`src/include/qsr_pkg.sv`:
```
// Constants and carrier types for the quad recirculating static shift register.
// Assumes one 40 MHz system clock; every device pin is asynchronous to it.
// Operation
// Four separate serial registers, each with own input, output, recirculate.
// Register length is 80 or 96 bits, chosen at build time.
// One shared shift clock drives all four registers together.
// Registers advance only on the shift clock's high-to-low transition.
// Recirculate low at the shifting edge: the data input enters stage one.
// Recirculate high at the shifting edge: the output bit re-enters stage one.
// Master is dynamic while clock high; data holds forever with clock low.
// Each stage is master-slave: master captures high, slave takes it low.
// Controller keeps the clock high at most 100 us, 10 us military.
// Controller keeps shift clock between standstill and 3 MHz.
// Controller holds data and recirculate stable around the falling edge.
// Output shows the bit entered register-length falling edges earlier.
package qsr_pkg;

  // ****************************************
  // Sizes
  // ****************************************
  localparam int unsigned LANES = 4;
  localparam int unsigned LEN_SHORT = 80;
  localparam int unsigned LEN_LONG = 96;
  localparam int unsigned BUF_DEPTH = 2;
  localparam logic [1:0] BUF_FULL = 2'h2;
  localparam logic [1:0] CNT_ONE = 2'h1;

  // ****************************************
  // Carriers
  // ****************************************
  typedef logic [LANES-1:0] qsr_word_type;

  typedef struct packed {
    qsr_word_type din;
    qsr_word_type recirc_select;
  } qsr_pins_type;

  typedef struct packed {
    logic sclk;
    qsr_pins_type pins;
  } qsr_sample_type;

  localparam qsr_sample_type SAMPLE_RST = '0;
  localparam qsr_word_type WORD_RST = '0;

endpackage

```
`src/rtl/qsr_quad_shift.sv`:
```
// Quad static shift register with per-register recirculation.
// Assumes the shift clock, data and recirculate pins come from outside the
// clk_i domain and that the shift clock stays well below clk_i / 6.
`timescale 1ns/1ps
module qsr_quad_shift #(
  parameter int unsigned LEN = qsr_pkg::LEN_SHORT
) (
  input wire logic clk_i,
  input wire logic nrst_i,
  input wire logic shift_clk_i,
  input wire qsr_pkg::qsr_pins_type pins_i,
  output qsr_pkg::qsr_word_type data_o,
  output qsr_pkg::qsr_word_type word_o,
  output logic word_valid_o,
  input wire logic word_ready_i
);

  // ****************************************
  // Pin synchronisers
  // ****************************************
  qsr_pkg::qsr_sample_type meta_r;
  qsr_pkg::qsr_sample_type sync_r;
  logic sclk_d_r;
  logic fall;
  logic rise;

  // pins sampled twice; slow clock leaves several cycles per phase
  always_ff @(posedge clk_i or negedge nrst_i)
  begin
    if (!nrst_i)
    begin
      meta_r <= qsr_pkg::SAMPLE_RST;
      sync_r <= qsr_pkg::SAMPLE_RST;
      sclk_d_r <= 1'b0;
    end
    else
    begin
      meta_r <= {shift_clk_i, pins_i};
      sync_r <= meta_r;
      sclk_d_r <= sync_r.sclk;
    end
  end

  // one shared clock edge detector
  assign fall = sclk_d_r & ~sync_r.sclk;
  assign rise = ~sclk_d_r & sync_r.sclk;

  // ****************************************
  // Shift request and stall
  // ****************************************
  logic pend_r;
  logic [1:0] cnt_r;
  logic buf_full;
  logic shift_go;

  assign buf_full = (cnt_r == qsr_pkg::BUF_FULL);
  // A full buffer holds the shift back instead of dropping a word
  assign shift_go = pend_r & ~buf_full;

  // falling edge arms one shift; a new edge wins over the clear
  always_ff @(posedge clk_i or negedge nrst_i)
  begin
    if (!nrst_i)
      pend_r <= 1'b0;
    else if (fall)
      pend_r <= 1'b1;
    else if (shift_go)
      pend_r <= 1'b0;
  end

  // ****************************************
  // Master stages
  // ****************************************
  qsr_pkg::qsr_word_type master_r;
  qsr_pkg::qsr_word_type master_nxt;

  // recirculate low: data input feeds the master
  // recirculate high: output bit feeds the master
  assign master_nxt = (sync_r.pins.din & ~sync_r.pins.recirc_select) |
                      (data_o & sync_r.pins.recirc_select);

  // master follows input only while the clock is high
  always_ff @(posedge clk_i or negedge nrst_i)
  begin
    if (!nrst_i)
      master_r <= qsr_pkg::WORD_RST;
    else if (sync_r.sclk)
      master_r <= master_nxt;
  end

  // ****************************************
  // Slave chains
  // ****************************************
  logic [LEN-1:0] sr_r [qsr_pkg::LANES];
  qsr_pkg::qsr_word_type next_out;
  qsr_pkg::qsr_word_type first_stage;

  // four independent chains
  // chains only move on a shift, so a stopped clock holds data
  always_ff @(posedge clk_i or negedge nrst_i)
  begin
    if (!nrst_i)
    begin
      for (int i = 0; i < qsr_pkg::LANES; i++)
        sr_r[i] <= '0;
    end
    else if (shift_go)
    begin
      for (int i = 0; i < qsr_pkg::LANES; i++)
        sr_r[i] <= {sr_r[i][LEN-2:0], master_r[i]};
    end
  end

  // tap positions follow the build-time length
  // output is the last slave stage
  always_comb
  begin
    for (int i = 0; i < qsr_pkg::LANES; i++)
    begin
      data_o[i] = sr_r[i][LEN-1];
      next_out[i] = sr_r[i][LEN-2];
      first_stage[i] = sr_r[i][0];
    end
  end

  // ****************************************
  // Two-entry output buffer
  // ****************************************
  qsr_pkg::qsr_word_type mem_r [qsr_pkg::BUF_DEPTH];
  logic wr_ptr_r;
  logic rd_ptr_r;
  logic pop;

  assign word_valid_o = (cnt_r != 2'h0);
  assign pop = word_valid_o & word_ready_i;
  assign word_o = mem_r[rd_ptr_r];

  always_ff @(posedge clk_i or negedge nrst_i)
  begin
    if (!nrst_i)
    begin
      mem_r[0] <= qsr_pkg::WORD_RST;
      mem_r[1] <= qsr_pkg::WORD_RST;
      wr_ptr_r <= 1'b0;
    end
    else if (shift_go)
    begin
      mem_r[wr_ptr_r] <= next_out;
      wr_ptr_r <= ~wr_ptr_r;
    end
  end

  always_ff @(posedge clk_i or negedge nrst_i)
  begin
    if (!nrst_i)
      rd_ptr_r <= 1'b0;
    else if (pop)
      rd_ptr_r <= ~rd_ptr_r;
  end

  always_ff @(posedge clk_i or negedge nrst_i)
  begin
    if (!nrst_i)
      cnt_r <= 2'h0;
    else if (shift_go && !pop)
      cnt_r <= cnt_r + qsr_pkg::CNT_ONE;
    else if (pop && !shift_go)
      cnt_r <= cnt_r - qsr_pkg::CNT_ONE;
  end

  for (genvar g = 0; g < qsr_pkg::LANES; g++)
  begin : g_lane

  end
endmodule // qsr_quad_shift

```
`config.mk`:
```
export PLATFORM = sky130hd
export DESIGN_NAME = qsr_quad_shift
export DESIGN_NICKNAME = d
export VERILOG_FILES = /design/src/include/qsr_pkg.sv /design/src/rtl/qsr_quad_shift.sv
export SDC_FILE = /design/constraint.sdc
export NUM_CORES = 1
export LEC_CHECK = 0
export CAP_MARGIN = 10
export CORE_UTILIZATION = 63
export CTS_BUF_LIST = sky130_fd_sc_hd__clkbuf_8 sky130_fd_sc_hd__clkbuf_16
export DETAILED_ROUTE_END_ITERATION = 10
export DONT_BUFFER_PORTS = 1
export PLACE_DENSITY = 0.77
export SETUP_SLACK_MARGIN = 0.2
export SLEW_MARGIN = 20
export SYNTH_ARGS = -nofsm -noshare
export SYNTH_HDL_FRONTEND = slang
export SYNTH_SLANG_ARGS = --single-unit
```
`constraint.sdc`:
```
create_clock -name clk_i -period 2.4 [get_ports clk_i]
set_clock_uncertainty 0.05 [all_clocks]
set_input_delay 0.36 -clock clk_i [delete_from_list [all_inputs] [get_ports clk_i]]
set_output_delay 0.36 -clock clk_i [all_outputs]
set_load 0.01 [all_outputs]
```
==> flow_metrics.tcl, run 1 <==
set metrics [dict create \
    crit_cells 5 \
    startpoint "cnt_r[1]" \
    detailed_place_hpwl_um 10700 \
    outcome "complete, but fails checks" \
    root_buffer "clkbuf_16" \
    cts_tree "built" \
    die_w_um 155 \
    reg2reg_depth 5 \
    cp_top_family "buffers and inverters" \
    synthFlopType "dfrtp_1" \
    cts_max_level 2 \
    clock_path_buffers 3 \
    synth-seq-area-share 0.607 \
    r2r-end "sr_r[30]" \
    grt_pass1_wl_um 34700 \
    viasPerCell 5.27 \
    vias 5894 \
    area_delta_synth_final_pct 7.87 \
    cts_buffers 36 \
    drc 0 \
    row_count 55 \
    critPathBufInv 2 \
    seqPwrFrac 0.461 \
    cts.sinks 356 \
    ys_async_sr_fraction 1.00 \
    synth_compound_area_frac 0.00170 \
    reg2reg_slack_ps 440 \
    hold_violations 356 \
    routed_wl_um 19600 \
    period_share 0.816 \
    place_ws_ps 491 \
    cts_setup_buffers 0 \
    cp_max_fo 70 \
    synth_xor_area_frac 0.00298 \
    p_switching_mw 3.72 \
    syn_avg_cell_area_um2 19.4 \
    path_clk_slew_ps 60 \
    post_route_cells_drive_above_1_share 0.503 \
    reg2reg_from "cnt_r[1]" \
    rsz0062_at_grt "no" \
    design.core.area_um2 22800 \
    grt-ovfl-total 0 \
    synth_top_family_by_area "multiplexers" \
    swShare 0.246 \
    dpl.cell_count 1047 \
    grt_usage 0.179 \
    period_minus_slack_ps 1960 \
    wire_per_inst_um 17.6 \
    critPathCaptureType "flip-flop" \
    clk_latency_ps 510 \
    antenna_found_initial 0 \
    fill_cells 1405 \
    synth_edf_count 0 \
    syn_nets 771 \
    finalMaxSlewViolations 0 \
    fin_hold_ws_ps -496 \
    cpPeakStageDelay_ps 400 \
    drtIter0Drc 285 \
    startpoint_type "flip-flop" \
    crit_slowest_cell "dfrtp_1" \
    p_int_mw 11.4 \
    setup_violations 0 \
    netlist_area_um2 14700 \
    yosys.area_share.simple 0.00511 \
    cts_resized 0 \
    start_util 0.644 \
    die-area_um2 23900 \
    num_io_pins 21 \
    violations "negative hold slack" \
    layout.nets 794 \
    postRouteAntennaNets 0 \
    portBuffers 0 \
    max_slew_margin 0.503 \
    arrival_ps 2300 \
    max_slew.worst_pin.slew_ps 746 \
    max_cap_violations 0 \
    crit_type "flip-flop to flip-flop" \
    cts_hold_buf 9 \
    setup_tns_ps 0 \
    grt_pass1_vias 6628 \
    power_leakage_nw 7.95 \
    synth_cell_types 21 \
    fin_ws_ps 443 \
    grt_max_degree 357 \
    pwr-share-clk 0.354 \
    combPwrFrac 0.186 \
    ys_seq_elements 356 \
    gp_congestion 0.700 \
    synthCells 758 \
    muxShareOfSynthArea 0.334 \
    fmax_ghz 0.511 \
    hp-class "primary input to async pin" \
    worstPathRequired_ps 2740 \
    die_h_um 155 \
    ys_warn_count 0 \
    synthAdderAreaFrac 0.000852 \
    endpoint "sr_r[30]" \
    path_cells "nor2b_4, nand2b_4, inv_16, buf_4, mux2_4" \
    fin_cells 1118 \
    peakVddDrop_mv 0.828 \
    power_density_nw_per_um2 955 \
    drt-pass1-iter-count 4 \
    diodes 0 \
]
area by class of cell:
class / count / area (um2) / area share
Clock buffer: 45 / 1040 / 0.0654
Clock inverter: 17 / 109 / 0.00687
Inverter: 2 / 23.8 / 0.00150
Multi-Input combinational cell: 360 / 5060 / 0.319
Sequential cell: 356 / 8910 / 0.563
Tap cell: 313 / 392 / 0.0247
Timing Repair Buffer: 25 / 310 / 0.0196
kinds of logic after synthesis:
logic type | count (synthesis)
flops | 356
xor+xnor | 5
compound gates | 5
fa+ha+maj | 1
mux | 336
simple gates | 13
buf+inv | 42
per-layer routing:
| layer | global-route usage | vias to the layer above | routed length [um] |
|---|---|---|---|
| met1 | 0.269 | 3134 | 9760 |
| met5 | 0 | - | 0 |
| met3 | 0.0342 | 28 | 572 |
| li1 | - | 2666 | - |
| met2 | 0.265 | 66 | 8930 |
| met4 | 0.0575 | 0 | 391 |
power by group through the flow:
stage / logic, mW / clock network, mW / registers (mW)
after global routing: 2.98 / 5.72 / 7.04
after CTS: 2.83 / 5.49 / 6.97
after detailed placement: 2.80 / 0 / 7.06
after global placement: 2.71 / 0 / 7.02
final: 2.81 / 5.34 / 6.96
after floorplan: 3.04 / 0 / 6.93
sequential cells by signal, indices dropped and copies added (netlist names):
name         count
wr_ptr_r         1
mem_r            8
sr_r           308
first_stage      4
sync_r           9
cnt_r            2
pend_r           1
rd_ptr_r         1
next_out         4
sclk_d_r         1
master_r         4
meta_r           9
data_o           4
per-stage QoR:
stage	hold slack, ps	util	power [mW]	area (um2)
floorplan	14.4	-	9.97	14700
global placement	28.9	0.641	9.73	14600
CTS	-517	0.695	15.3	15800
finish	-496	0.695	15.1	15800
global route	-518	0.695	15.7	15800
detailed placement	28.3	0.641	9.86	14600
how the worst min path moves through the flow:
stage | cells after the start | start | slack (ps) | end
3_3_place_gp | 0 | nrst_i | 30 | sr_r[181]
4_1_cts | 0 | nrst_i | -520 | sr_r[304]
2_1_floorplan | 0 | nrst_i | 10 | cnt_r[0]
5_1_grt | 0 | nrst_i | -520 | sr_r[181]
6_report | 0 | nrst_i | -500 | sr_r[182]
3_5_place_dp | 0 | nrst_i | 30 | sr_r[182]
worst reg2reg max path: stages (launching register included):
cell	delay, ps
dfrtp_1	400
nor2b_4	150
nand2b_4	200
inv_16	270
buf_4	440
mux2_4	330
synthesized netlist by cell type (2+ instances only):
cell	instances	area, um2
dfrtp_1	356	8910
mux2_4	299	4490
buf_12	33	661
mux2_2	33	372
nor2_1	6	22.5
a21oi_1	4	20.0
buf_4	4	30.0
mux2i_1	4	40.0
nand2_1	3	11.3
xnor2_1	3	26.3
buf_2	2	10.0
xor2_1	2	17.5
cell usage in the layout (no fill, tap or decap), drive strengths merged:
cell,netlist,routed
o21ai,1,1
xor2,2,2
clkinvlp,0,1
bufinv,0,1
clkinv,0,4
xnor2,3,3
buf,39,16
mux2i,4,4
a21oi,4,4
clkbuf,1,45
nand2b,1,1
dfrtp,356,356
nor2b,1,1
inv,2,13
mux2,332,332
nor3b,1,1
dlygate4sd3,0,9
or2,1,1
nor2,6,6
ha,1,1
nand2,3,3
(Power assumes the default switching activity.)
==> inputs of run 2 (changes only) <==
- CORE_UTILIZATION: 63 -> 57
- PLACE_DENSITY: 0.77 -> 0.73
- clock period: 2.4 -> 1.7 ns (I/O delays scaled with it)
==> run 2 against run 1 <==
Effect of this change:
- the flow finishes with violations (negative hold slack, negative setup slack)
- clock power increased by 49%
- sequential share of layout area shrank 3.0 points
- worst hold slack worse by 120 ps
- flip-flop and latch count unchanged
- global-route usage fell by 0.15 points
- first-iteration DRC count increased by 5.6%
- wire length up 9.1%
==> flow_metrics.tcl, run 2 (synthesis results as in run 1) <==
set metrics [dict create \
    fmax_ghz 0.573 \
    clk_latency_ps 510 \
    final_cell_mix "dfrtp_1, mux2_4, clkbuf_16, mux2_2, buf_4" \
    area_delta_synth_final_pct 14.0 \
    path_cells "nor2b_4, nand2b_4, buf_12, clkinv_16, buf_12, buf_12, mux2_4" \
    num_io_pins 21 \
    vias 6180 \
    die-area_um2 26400 \
    grtUsageMet2 0.282 \
    max_slew_margin 0.555 \
    violations "negative hold slack, negative setup slack" \
    grt_max_degree 357 \
    cp_max_fo 8 \
    worstPathRequired_ps 2050 \
    startpoint_type "flip-flop" \
    grt_use_met1 0.252 \
    setup_violations 106 \
    die_h_um 162 \
    viasPerCell 5.26 \
    wire_per_inst_um 18.2 \
    grt_usage 0.177 \
    cpPeakStageDelay_ps 440 \
    clock_path_buffers 3 \
    cts_buffers 37 \
    final_common_cell "dfrtp_1" \
    grt_use_met3 0.0285 \
    grt_pass1_wl_um 37800 \
    path_clk_slew_ps 60 \
    outcome "complete, but fails checks" \
    crit_type "flip-flop to flip-flop" \
    max_cap_violations 0 \
    antenna_found_initial 0 \
    rsz0062_at_grt "yes" \
    largest_register "sr_r" \
    design.core.area_um2 25300 \
    crit_top_cell "buf_12" \
    fin_cells 1175 \
    diodes 0 \
    die_w_um 162 \
    post_route_cells_drive_above_1_share 0.536 \
    detailed_place_hpwl_um 11000 \
    postRouteAntennaNets 0 \
    row_count 58 \
    root_buffer "clkbuf_16" \
    critPathCaptureType "flip-flop" \
    cts.sinks 356 \
    cts_hold_buf 9 \
    finalMaxSlewViolations 0 \
    layout.nets 834 \
    hold_violations 356 \
    drtIter0Drc 301 \
    grt-ovfl-total 0 \
    p_total_mw 23.2 \
    portBuffers 0 \
    drt-pass1-iter-count 4 \
    crit_slowest_cell "dfrtp_2" \
    final_area_um2 16700 \
    peakVddDrop_mv 1.26 \
    dpl.cell_count 1077 \
    busiest_layer "met2" \
    arrival_ps 2090 \
    setup_tns_ps -2030 \
    period_share 1.03 \
    period_minus_slack_ps 1740 \
    power_leakage_nw 8.34 \
    routed_wl_um 21400 \
    power_density_nw_per_um2 1390 \
    fin_ws_ps -43.7 \
    cts_max_level 2 \
    fin_hold_ws_ps -612 \
    drc 0 \
    start_util 0.581 \
    max_slew.worst_pin.slew_ps 667 \
    cts_tree "built" \
    reg_top3 "sr_r: 308 flops, meta_r: 9 flops, sync_r: 9 flops" \
    largest_reg_flops 308 \
    grt_pass1_vias 7217 \
    hp-class "primary input to async pin" \
    gp_congestion 0.706 \
    placed_cell_area_um2 14800 \
]
run 2: cell count changes in the layout (fill, tap and decap cells not counted), sizes merged:
cell / previous run / this run
bufinv: 1 / 3
clkinvlp: 1 / 0
clkbuf: 45 / 46
buf: 16 / 50
clkinv: 4 / 11
inv: 13 / 10
run 2: worst paths after layout:
kind	slack, ps	start	endpoint	cells past startpoint
max in group asynchronous	1640	nrst_i	sr_r[126]	0
hold reg to reg	300	meta_r[1]	sync_r[1]	0
hold / removal	-610	nrst_i	sr_r[145]	0
setup / recovery	-40	cnt_r[0]	sr_r[92]	7
min in group clk_i	50	word_ready_i	rd_ptr_r	3
setup reg to reg	-40	cnt_r[0]	sr_r[92]	7
run 2: timing repair:
action / CTS / global route
resized for setup: 55 / 1
pin swaps: 3 / 1
setup endpoints to repair: 329 / 335
gates cloned: 12 / 2
setup buffers: 11 / 1
hold endpoints to repair: 365 / 356
run 2: layer usage:
layer / share of wire / wire length (um) / vias to the layer above
li1: - / - / 2757
met1: 0.47 / 9970 / 3312
met2: 0.49 / 10400 / 72
met3: 0.028 / 594 / 39
met4: 0.021 / 460 / 0
met5: 0 / 0 / -
run 2: layout make-up:
type                            count  area [um2]
Tap cell                          330         413
Multi-Input combinational cell    360        5120
Fill cell                        1657        8520
Timing Repair inverter              4        78.8
Clock buffer                       45        1040
Clock inverter                     18         186
Sequential cell                   356        8910
Inverter                            2        33.8
Timing Repair Buffer               60         953
run 2: power by group:
group	total (mW)	switching, mW	internal (mW)
registers	9.85	0.539	9.31
clock network	7.97	3.18	4.79
logic	5.38	2.07	3.31
total	23.2	5.79	17.4
run 2: critical path, delay by kind of cell (launching register included):
family / cells / cell delay [ps]
and+or+nand+nor: 2 / 290
buffers and inverters: 4 / 530
muxes: 1 / 290
DFF: 1 / 440
run 2: stage by stage:
stage	util	setup slack, ps
6_report	0.663	-43.7
3_5_place_dp	0.584	-86.4
2_1_floorplan	-	-34.8
3_3_place_gp	0.584	8.84
5_1_grt	0.663	-87.1
4_1_cts	0.661	-13.4
